### config.mk
export PLATFORM = sky130hd
export DESIGN_NAME = ltm_top
export DESIGN_NICKNAME = d
export VERILOG_FILES = /design/src/rtl/ltm_top.v /design/src/rtl/ltm_qual.v /design/src/rtl/ltm_skid.v
export VERILOG_INCLUDE_DIRS = /design/src /design/src/rtl
export SDC_FILE = /design/constraint.sdc
export NUM_CORES = 1
export LEC_CHECK = 0
export BUFFER_PORTS_ARGS = -buffer_cell sky130_fd_sc_hd__buf_2
export CORE_MARGIN = 5
export CORE_UTILIZATION = 44
export CTS_BUF_LIST = sky130_fd_sc_hd__clkbuf_4
export CTS_CLUSTER_DIAMETER = 100
export DETAILED_ROUTE_END_ITERATION = 8
export PLACE_DENSITY = 0.58
export SYNTH_ARGS = -nofsm -noshare
export SYNTH_HDL_FRONTEND = slang
export SYNTH_HIERARCHICAL = 1
export SYNTH_SLANG_ARGS = --single-unit
export TNS_END_PERCENT = 1
### constraint.sdc
create_clock -name core_clk -period 4.2 [get_ports core_clk]
set_input_delay 0.21 -clock core_clk [delete_from_list [all_inputs] [get_ports core_clk]]
set_output_delay 0.21 -clock core_clk [all_outputs]
set_load 0.02 [all_outputs]
### src/rtl/ltm_defs.vh
// Constants for the mode, wake and protection control of the single-wire transceiver
`ifndef LTM_DEFS_VH
`define LTM_DEFS_VH

// Core clock rate in kHz (10 MHz)
`define LTM_CLK_KHZ          10000

// Filter and time-out figures in microseconds
`define LTM_BUS_WAKE_US      100
`define LTM_LOCAL_WAKE_US    100
`define LTM_TX_TIMEOUT_US    10000

// Cycle counts, least times rounded up
`define LTM_BUS_WAKE_CYC     ((`LTM_BUS_WAKE_US * `LTM_CLK_KHZ + 999) / 1000)
`define LTM_LOCAL_WAKE_CYC   ((`LTM_LOCAL_WAKE_US * `LTM_CLK_KHZ + 999) / 1000)
`define LTM_TX_TIMEOUT_CYC   ((`LTM_TX_TIMEOUT_US * `LTM_CLK_KHZ + 999) / 1000)

// Counter width for every duration measurement
`define LTM_CNT_W            20

// Mode codes shown on the mode output
`define LTM_MODE_SLEEP       2'h0
`define LTM_MODE_STANDBY     2'h1
`define LTM_MODE_NORMAL      2'h2

// Reset values
`define LTM_RST_MODE         2'h1
`define LTM_RST_POR_FLAG     1'h1

`endif

### src/rtl/ltm_top.v
// Mode, wake-up and protection control of a single-wire bus transceiver
// What this block does
// - Normal mode and enable falling sends the device to Sleep.
// - Sleep and enable rising goes straight to Normal, skipping Stand-By.
// - Stand-By and enable rising enters Normal.
// - Sleep: bus driver off, termination off, holding current source on.
// - Sleep: receiver off, receive and transmit pins undriven.
// - Sleep: regulator control floats; wake inputs and enable stay active.
// - Bus wake needs a falling edge then dominant beyond the bus filter time.
// - After bus wake stay asleep until bus returns recessive, then Stand-By.
// - Stand-By after bus wake puts a weak pull-down on transmit pin.
// - Local wake: falling edge then low beyond filter time, enter Stand-By.
// - Stand-By after local wake puts a strong pull-down on transmit pin.
// - Stand-By holds receive pin low after any wake, high after power-up.
// - Floating enable reads low, keeping Sleep or Stand-By.
// - Supply below reset threshold forces Stand-By, driver off, rest active.
// - After supply reset, receive pin high until enable brings Normal.
// - Undervoltage disables driver and receiver without changing mode.
// - Transmit dominant beyond time-out stops driving the bus.
// - After time-out, transmission resumes only on a transmit rising edge.
// - Over-temperature disables driver, no mode change, no pin report.
// - Driver re-enabled when temperature drops below release level.
// - After power-up start in Stand-By.
// - Entering Normal clears wake-source indications.
// - Normal: receive pin follows bus, bus follows transmit input.
// - Transmit low means dominant bus, high means recessive.
`timescale 1ns/100ps
`include "ltm_defs.vh"
module ltm_top #(
    parameter CW             = `LTM_CNT_W,
    parameter BUS_WAKE_CYC   = `LTM_BUS_WAKE_CYC,
    parameter LOCAL_WAKE_CYC = `LTM_LOCAL_WAKE_CYC,
    parameter TX_TIMEOUT_CYC = `LTM_TX_TIMEOUT_CYC,
    parameter RX_DEPTH       = 2,
    parameter RX_AW          = 1
) (
    // Clock and reset
    input  wire          core_clk,
    input  wire          rst_b,
    // Controller-side pins
    input  wire          mode_en_in,
    input  wire          txd_in,
    output reg           txd_weak_pd_oe,
    output reg           txd_strong_pd_oe,
    output wire          txd_out,
    output wire          rxd_out,
    output reg           rxd_oe,
    // Bus pin, open drain
    input  wire          bus_in,
    output wire          bus_out,
    output reg           bus_oe,
    output reg           bus_term_en,
    output reg           bus_hold_src_en,
    // Local wake and regulator control
    input  wire          local_wake_in,
    output reg           regulator_control_out,
    output reg           regulator_control_oe,
    // Supply and temperature comparators
    input  wire          supply_por_low,
    input  wire          supply_uv,
    input  wire          temp_above_shutdown,
    input  wire          temp_below_release,
    // Status
    output reg  [1:0]    mode_state,
    output reg           receiver_en,
    // Received bus level stream
    output wire          rx_level,
    output wire          rx_valid,
    input  wire          rx_ready
);
    localparam [1:0] ST_SLEEP   = `LTM_MODE_SLEEP;
    localparam [1:0] ST_STANDBY = `LTM_MODE_STANDBY;
    localparam [1:0] ST_NORMAL  = `LTM_MODE_NORMAL;
    localparam       NSYNC      = 5;

    // Open-drain pins only ever pull low
    assign txd_out = 1'b0;
    assign rxd_out = 1'b0;
    assign bus_out = 1'b0;

    // Level inputs from outside the clock domain
    wire [NSYNC-1:0] raw_in;
    reg  [NSYNC-1:0] sync1;
    reg  [NSYNC-1:0] sync2;
    assign raw_in = {temp_below_release, temp_above_shutdown, supply_uv,
                     supply_por_low, mode_en_in};

    genvar gi;
    generate
        for (gi = 0; gi < NSYNC; gi = gi + 1) begin : g_sync
            // Two flops per level; reset low so a floating enable reads low
            always @(posedge core_clk or negedge rst_b) begin
                if (!rst_b) begin
                    sync1[gi] <= 1'b0;
                    sync2[gi] <= 1'b0;
                end else begin
                    sync1[gi] <= raw_in[gi];
                    sync2[gi] <= sync1[gi];
                end
            end
        end
    endgenerate

    wire en_s      = sync2[0];
    wire por_s     = sync2[1];
    wire uv_s      = sync2[2];
    wire hot_s     = sync2[3];
    wire cool_s    = sync2[4];

    // Bus, local wake and transmit qualifiers
    wire bus_lvl;
    wire bus_rose;
    wire bus_wake_q;
    wire wk_q;
    wire tx_lvl;
    wire tx_rose;
    wire tx_to_q;

    ltm_qual #(.CW(CW), .LIMIT(BUS_WAKE_CYC), .ARM_RESET(0)) u_bus_q (
        .core_clk (core_clk),
        .rst_b    (rst_b),
        .pin_in   (bus_in),
        .level    (bus_lvl),
        .fell     (),
        .rose     (bus_rose),
        .qual     (bus_wake_q)
    );

    ltm_qual #(.CW(CW), .LIMIT(LOCAL_WAKE_CYC), .ARM_RESET(0)) u_wk_q (
        .core_clk (core_clk),
        .rst_b    (rst_b),
        .pin_in   (local_wake_in),
        .level    (),
        .fell     (),
        .rose     (),
        .qual     (wk_q)
    );

    // Armed from reset so a transmit stuck low from power-up still times out
    ltm_qual #(.CW(CW), .LIMIT(TX_TIMEOUT_CYC), .ARM_RESET(1)) u_tx_q (
        .core_clk (core_clk),
        .rst_b    (rst_b),
        .pin_in   (txd_in),
        .level    (tx_lvl),
        .fell     (),
        .rose     (tx_rose),
        .qual     (tx_to_q)
    );

    // Mode machine and wake-source flags
    reg        en_last;
    reg        bus_wake_pend;
    reg        wake_bus_flag;
    reg        wake_local_flag;
    reg        por_flag;
    reg        tx_lock;
    reg        hot_lock;
    reg  [1:0] next_mode;
    wire       en_rise = en_s & ~en_last;
    wire       en_fall = ~en_s & en_last;

    always @* begin
        next_mode = mode_state;
        if (por_s) begin
            next_mode = ST_STANDBY;
        end else begin
            case (mode_state)
                ST_NORMAL: begin
                    if (en_fall) begin
                        next_mode = ST_SLEEP;
                    end
                end
                ST_SLEEP: begin
                    if (en_rise) begin
                        next_mode = ST_NORMAL;
                    end else if (wk_q) begin
                        next_mode = ST_STANDBY;
                    end else if (bus_wake_pend && bus_rose) begin
                        next_mode = ST_STANDBY;
                    end
                end
                ST_STANDBY: begin
                    if (en_rise) begin
                        next_mode = ST_NORMAL;
                    end
                end
                default: begin
                    next_mode = ST_STANDBY;
                end
            endcase
        end
    end

    // Mode register starts in Stand-By
    always @(posedge core_clk or negedge rst_b) begin
        if (!rst_b) begin
            mode_state <= `LTM_RST_MODE;
            en_last    <= 1'b0;
        end else begin
            mode_state <= next_mode;
            en_last    <= en_s;
        end
    end

    // Wake sources are remembered until Normal is entered or supply resets
    always @(posedge core_clk or negedge rst_b) begin
        if (!rst_b) begin
            bus_wake_pend   <= 1'b0;
            wake_bus_flag   <= 1'b0;
            wake_local_flag <= 1'b0;
            por_flag        <= `LTM_RST_POR_FLAG;
        end else begin
            if (mode_state == ST_SLEEP && next_mode == ST_SLEEP && bus_wake_q) begin
                bus_wake_pend <= 1'b1;
            end else if (next_mode != ST_SLEEP) begin
                bus_wake_pend <= 1'b0;
            end
            if (por_s) begin
                por_flag        <= 1'b1;
                wake_bus_flag   <= 1'b0;
                wake_local_flag <= 1'b0;
            end else if (next_mode == ST_NORMAL && mode_state != ST_NORMAL) begin
                por_flag        <= 1'b0;
                wake_bus_flag   <= 1'b0;
                wake_local_flag <= 1'b0;
            end else if (mode_state == ST_SLEEP && next_mode == ST_STANDBY) begin
                por_flag        <= 1'b0;
                wake_local_flag <= wk_q;
                wake_bus_flag   <= ~wk_q;
            end
        end
    end

    // Protection locks; a new fault wins over a release in the same cycle
    always @(posedge core_clk or negedge rst_b) begin
        if (!rst_b) begin
            tx_lock  <= 1'b0;
            hot_lock <= 1'b0;
        end else begin
            if (tx_to_q) begin
                tx_lock <= 1'b1;
            end else if (tx_rose) begin
                tx_lock <= 1'b0;
            end
            if (hot_s) begin
                hot_lock <= 1'b1;
            end else if (cool_s) begin
                hot_lock <= 1'b0;
            end
        end
    end

    // Receive stream: each new bus level is pushed while receiver_en is set; a full buffer holds it back
    reg  pushed_lvl;
    wire rx_in_ready;
    wire rx_src_valid = receiver_en & (bus_lvl != pushed_lvl);

    always @(posedge core_clk or negedge rst_b) begin
        if (!rst_b) begin
            pushed_lvl <= 1'b1;
        end else if (rx_src_valid & rx_in_ready) begin
            pushed_lvl <= bus_lvl;
        end
    end

    ltm_skid #(.W(1), .DEPTH(RX_DEPTH), .AW(RX_AW)) u_rx_buf (
        .core_clk  (core_clk),
        .rst_b     (rst_b),
        .in_data   (bus_lvl),
        .in_valid  (rx_src_valid),
        .in_ready  (rx_in_ready),
        .out_data  (rx_level),
        .out_valid (rx_valid),
        .out_ready (rx_ready)
    );

    // Pin controls decoded from the current mode and protection state
    reg next_bus_oe;
    reg next_term;
    reg next_hold;
    reg next_rx_en;
    reg next_rxd_oe;
    reg next_weak;
    reg next_strong;
    reg next_reg_oe;

    always @* begin
        next_bus_oe = 1'b0;
        next_term   = 1'b1;
        next_hold   = 1'b0;
        next_rx_en  = 1'b0;
        next_rxd_oe = 1'b0;
        next_weak   = 1'b0;
        next_strong = 1'b0;
        next_reg_oe = 1'b1;
        case (mode_state)
            ST_NORMAL: begin
                next_rx_en  = ~uv_s;
                next_rxd_oe = ~uv_s & ~bus_lvl;
                // Transmit low drives dominant unless a guard is set
                next_bus_oe = ~tx_lvl & ~uv_s & ~tx_lock & ~hot_s & ~hot_lock;
            end
            ST_STANDBY: begin
                next_rxd_oe = (wake_bus_flag | wake_local_flag) & ~por_flag;
                next_strong = wake_local_flag;
                next_weak   = ~wake_local_flag;
            end
            ST_SLEEP: begin
                next_term   = 1'b0;
                next_hold   = 1'b1;
                next_reg_oe = 1'b0;
            end
            default: begin
                next_term = 1'b1;
            end
        endcase
    end

    // Pin outputs registered; this adds one cycle of bus-to-pin delay
    always @(posedge core_clk or negedge rst_b) begin
        if (!rst_b) begin
            bus_oe                <= 1'b0;
            bus_term_en           <= 1'b1;
            bus_hold_src_en       <= 1'b0;
            receiver_en           <= 1'b0;
            rxd_oe                <= 1'b0;
            txd_weak_pd_oe        <= 1'b0;
            txd_strong_pd_oe      <= 1'b0;
            regulator_control_out <= 1'b0;
            regulator_control_oe  <= 1'b0;
        end else begin
            bus_oe                <= next_bus_oe;
            bus_term_en           <= next_term;
            bus_hold_src_en       <= next_hold;
            receiver_en           <= next_rx_en;
            rxd_oe                <= next_rxd_oe;
            txd_weak_pd_oe        <= next_weak;
            txd_strong_pd_oe      <= next_strong;
            regulator_control_out <= next_reg_oe;
            regulator_control_oe  <= next_reg_oe;
        end
    end
endmodule // ltm_top

### src/rtl/ltm_qual.v
// Pin synchroniser with edge detection and low-duration qualifier
`timescale 1ns/100ps
module ltm_qual #(
    parameter CW        = 20,
    parameter LIMIT     = 300,
    parameter ARM_RESET = 0
) (
    // Clock and reset
    input  wire          core_clk,
    input  wire          rst_b,
    // Raw pin and results
    input  wire          pin_in,
    output wire          level,
    output wire          fell,
    output wire          rose,
    output reg           qual
);
    localparam [CW-1:0] LIM = LIMIT[CW-1:0];

    reg          sync1;
    reg          sync2;
    reg          last;
    reg          armed;
    reg [CW-1:0] cnt;

    assign level = sync2;
    assign fell  = last & ~sync2;
    assign rose  = ~last & sync2;

    // Two flops before any logic looks at the pin
    always @(posedge core_clk or negedge rst_b) begin
        if (!rst_b) begin
            sync1 <= 1'b1;
            sync2 <= 1'b1;
            last  <= 1'b1;
        end else begin
            sync1 <= pin_in;
            sync2 <= sync1;
            last  <= sync2;
        end
    end

    // Low time counted from a falling edge; one pulse when it exceeds the limit
    always @(posedge core_clk or negedge rst_b) begin
        if (!rst_b) begin
            armed <= (ARM_RESET != 0);
            cnt   <= {CW{1'b0}};
            qual  <= 1'b0;
        end else begin
            qual <= 1'b0;
            if (fell) begin
                armed <= 1'b1;
                cnt   <= {CW{1'b0}};
            end else if (sync2) begin
                cnt <= {CW{1'b0}};
            end else if (armed) begin
                if (cnt == LIM) begin
                    qual  <= 1'b1;
                    armed <= 1'b0; // Single pulse per low period
                end else begin
                    cnt <= cnt + 1'b1;
                end
            end
        end
    end
endmodule // ltm_qual

### src/rtl/ltm_skid.v
// Small FIFO with valid and ready on both sides
`timescale 1ns/100ps
module ltm_skid #(
    parameter W     = 1,
    parameter DEPTH = 2,
    parameter AW    = 1
) (
    // Clock and reset
    input  wire          core_clk,
    input  wire          rst_b,
    // Fill side
    input  wire [W-1:0]  in_data,
    input  wire          in_valid,
    output wire          in_ready,
    // Drain side
    output wire [W-1:0]  out_data,
    output wire          out_valid,
    input  wire          out_ready
);
    localparam [AW:0] FULL = DEPTH[AW:0];

    reg [W-1:0]  mem [0:DEPTH-1];
    reg [AW-1:0] wr_ptr;
    reg [AW-1:0] rd_ptr;
    reg [AW:0]   count;
    wire         push;
    wire         pop;

    assign in_ready  = (count != FULL);
    assign out_valid = (count != {(AW+1){1'b0}});
    assign out_data  = mem[rd_ptr];
    assign push      = in_valid & in_ready;
    assign pop       = out_valid & out_ready;

    // Storage is written without reset; count guards stale entries
    always @(posedge core_clk) begin
        if (push) begin
            mem[wr_ptr] <= in_data;
        end
    end

    // Pointers wrap at the depth, so DEPTH need not be a power of two
    always @(posedge core_clk or negedge rst_b) begin
        if (!rst_b) begin
            wr_ptr <= {AW{1'b0}};
            rd_ptr <= {AW{1'b0}};
            count  <= {(AW+1){1'b0}};
        end else begin
            if (push) begin
                wr_ptr <= (wr_ptr == DEPTH - 1) ? {AW{1'b0}} : wr_ptr + 1'b1;
            end
            if (pop) begin
                rd_ptr <= (rd_ptr == DEPTH - 1) ? {AW{1'b0}} : rd_ptr + 1'b1;
            end
            if (push & ~pop) begin
                count <= count + 1'b1;
            end else if (pop & ~push) begin
                count <= count - 1'b1;
            end
        end
    end
endmodule // ltm_skid

==> results.txt <==
----------------------------------------------------
[Status]
  Outcome ... completed

[Worst setup path]
  Cell with the largest stage delay on the worst path ... sky130_fd_sc_hd__dfrtp_1
  Slack of the worst reg-to-reg path ... 2130 ps
  Cell count along the critical path ... 7
  Startpoint of the worst-slack reg-to-reg timing path ... mode_state[1]
  Kind of cell with the highest combined delay on the critical path ... compound AO/OA/AOI/OAI gates
  Nature of the critical path endpoint ... register
  Critical path class ... reg2reg
  Required @ worst endpoint ... 4610 ps
  Timing startpoint of the critical path ... mode_state[1]
  Worst R2R Path Depth ... 7
  Crit-path cells ... inv_1 > ha_1 > inv_2 > o21a_1 > o31ai_2 > o211a_1 > mux2i_1
  Crit path largest cell delay ... 470 ps
  Type of origin of the critical path ... register
  Peak fanout along the critical path ... 9
  Timing endpoint of the critical path ... wake_bus_flag
  Buf+Inv Stages, Crit Path ... 2
  R2r endpoint ... wake_bus_flag
  Arrival time reported for the critical path endpoint ... 2480 ps

[STA]
  Post-Route Setup TNS ... 0 ps
  Final hold viol count ... 0
  Setup clock skew after layout ... 14.2 ps
  Slew HR ... 0.380
  Worst Tran Pin Value ... 929 ps
  Crit path time final ... 2070 ps
  Final clock period utilization by the worst path ... 0.492
  Achievable Freq ... 484 MHz
  Setup repair after global routing missed its margin ... no
  Final worst-path setup slack ... 2130 ps
  Slew Viols, Final ... 0
  Endpoints failing setup ... 0

[Route]
  First-iteration detailed-routing DRC count ... 182
  Detailed Routing Iterations Pass 1 ... 4
  Vias after detailed routing ... 3626
  Routed WL per cell ... 14.0 µm
  Average via count per standard cell ... 5.34
  DRT Wirelength ... 9470 µm
  DRC Markers ... 0
  Remaining number of nets flagged by the antenna check after routing ... 0

[GRT]
  Maximum number of pins on one net before global-route repair ... 76
  Initial antenna violation count ... 0
  Global-route wire length before repair ... 17000 µm
  Via count of the first global-routing pass ... 3577
  Remaining global-route overflow ... 0
  Overall routing resource usage ... 0.147

[Place]
  Final weighted congestion of routability-driven global placement ... 0.812
  Final HPWL DP ... 6520 µm
  Worst slack, placed ... 2190 ps
  Number of buffer cells added on primary ports ... 23
  Post-DP Area ... 5410 µm²

[Clock tree]
  Setup bufs post-CTS ... 0
  Clock transition at the register clock pins on the worst setup and hold paths after CTS ... 160 ps
  Total number of H-tree levels ... 3
  Clock root cell ... sky130_fd_sc_hd__clkbuf_4
  Largest buffer count on any clock path ... 2
  CTS buffer count ... 9
  CTS tree ... yes
  Number of clock sinks ... 109
  Insertion delay of the later-clocked pin in the worst-skew pair ... 470 ps

[Synth]
  Gate count of the mapped netlist ... 497
  Synthesis warning total ... 6
  Mapped Area ... 5160 µm²
  Per-instance average area after synthesis ... 10.4 µm²

[Floorplanning]
  Placeable core region ... 11500 µm²
  Width of the die ... 118 µm
  Die area ... 14000 µm²
  Number of cell rows ... 39
  Vertical die dimension ... 118 µm
  Effective utilization at floorplan ... 0.450
  Top Ports ... 27

[Power and ir drop]
  P_leak ... 2.37 nW
  Power per cell area ... 354 nW/µm²
  Maximum vdd ir drop ... 329 µV

[Hold path]
  Worst min-delay path class ... reg2reg

[Final layout]
  Antenna cell count ... 0
  Area added between synthesis and finish ... 9.84%
  Final-stage net count ... 553
  Final design instance area without fill ... 5670 µm²
  Ratio of cells with drive above 1 in the final layout ... 0.146

[Job]
  Number of maximum-capacitance constraint violations ... 0

----------------------------------------------------
cells in the final DEF, fill, tap and decap left out, types with 4 or more instances in the layout:
cell and n:
sky130_fd_sc_hd__and3_1 9, sky130_fd_sc_hd__dfrtp_1 93, sky130_fd_sc_hd__ha_1 11, sky130_fd_sc_hd__nor4_1 8, sky130_fd_sc_hd__nor3_1 16, sky130_fd_sc_hd__dfstp_2 14
sky130_fd_sc_hd__or2_2 4, sky130_fd_sc_hd__o21ai_0 22, sky130_fd_sc_hd__nand2_1 38, sky130_fd_sc_hd__nand4_1 17, sky130_fd_sc_hd__dlygate4sd3_1 10, sky130_fd_sc_hd__inv_1 28
sky130_fd_sc_hd__nand3_1 16, sky130_fd_sc_hd__buf_2 22, sky130_fd_sc_hd__nand2b_1 4, sky130_fd_sc_hd__a21oi_1 25, sky130_fd_sc_hd__nor2b_1 5, sky130_fd_sc_hd__or3_1 19
sky130_fd_sc_hd__xor2_1 20, sky130_fd_sc_hd__mux2i_1 8, sky130_fd_sc_hd__xnor2_1 18, sky130_fd_sc_hd__or4_1 7, sky130_fd_sc_hd__a21o_1 4, sky130_fd_sc_hd__clkbuf_4 9
sky130_fd_sc_hd__nor2_1 43, sky130_fd_sc_hd__nor4b_1 5
flip-flops by register name (all words and copies together), names as in the netlist, 2 cells and up:
register	flops
u_rx_buf/count	2
u_tx_q/cnt	20
u_rx_buf/mem	2
u_bus_q/cnt	20
u_wk_q/cnt	20
sync1	5
mode_state	2
worst min path at each step:
stage | from | end | slack [ps] | cells after the start
after floorplan | rst_b | bus_hold_src_en | -90 | 0
after global placement | bus_in | u_bus_q/sync1 | 320 | 1
after detailed placement | bus_in | u_bus_q/sync1 | 320 | 1
after CTS | bus_in | u_bus_q/sync1 | 300 | 2
after global routing | bus_in | u_bus_q/sync1 | 290 | 2
final | sync1[4] | cool_s | 370 | 0
worst register-to-register path: cells and delay by family, from the launching register on:
| family | cells | cell delay, ps |
|---|---|---|
| buf+inv | 2 | 200 |
| fa+ha+maj | 1 | 330 |
| mux | 1 | 190 |
| compound gates | 3 | 820 |
| flops | 1 | 470 |
cell type report:
class                   instances  area (µm²)
inverters                      29         109
clock inverters                 7        96.3
flip-flops and latches        109        2760
multi-input cells             348        2240
repair buffers                 34         225
fillers                      1067        5800
clock buffers                   9        67.6
well taps                     143         179
metal layers:
layer | global-route usage | vias to the layer above | wire length (µm)
met3 | 0.0430 | 10 | 366
met2 | 0.231 | 50 | 4410
met5 | 0 | - | 0
met1 | 0.196 | 1770 | 4560
met4 | 0.0480 | 0 | 135
li1 | - | 1796 | -
through the flow:
| step | power, mW | utilization | hold WS [ps] | std cells |
|---|---|---|---|---|
| floorplan | 1.35 | - | -85.6 | 499 |
| global placement | 1.42 | 0.472 | 315 | 653 |
| detailed placement | 1.43 | 0.472 | 317 | 653 |
| CTS | 2.05 | 0.495 | 304 | 679 |
| global route | 2.12 | 0.495 | 286 | 679 |
| finish | 2.01 | 0.495 | 365 | 679 |
what timing repair did:
| item | in CTS | in global routing |
|---|---|---|
| gates resized for setup | 0 | 0 |
| hold buffers | 10 | 0 |
| endpoints found under the hold margin | 74 | 0 |
where the power goes:
part	switching, mW	total, mW	leakage [nW]	internal [mW]
Combinational	0.144	0.252	0.881	0.108
Clock	0.346	0.592	0.0873	0.245
Sequential	0.0448	1.16	1.41	1.12
Power figures use the tool's default switching activity.
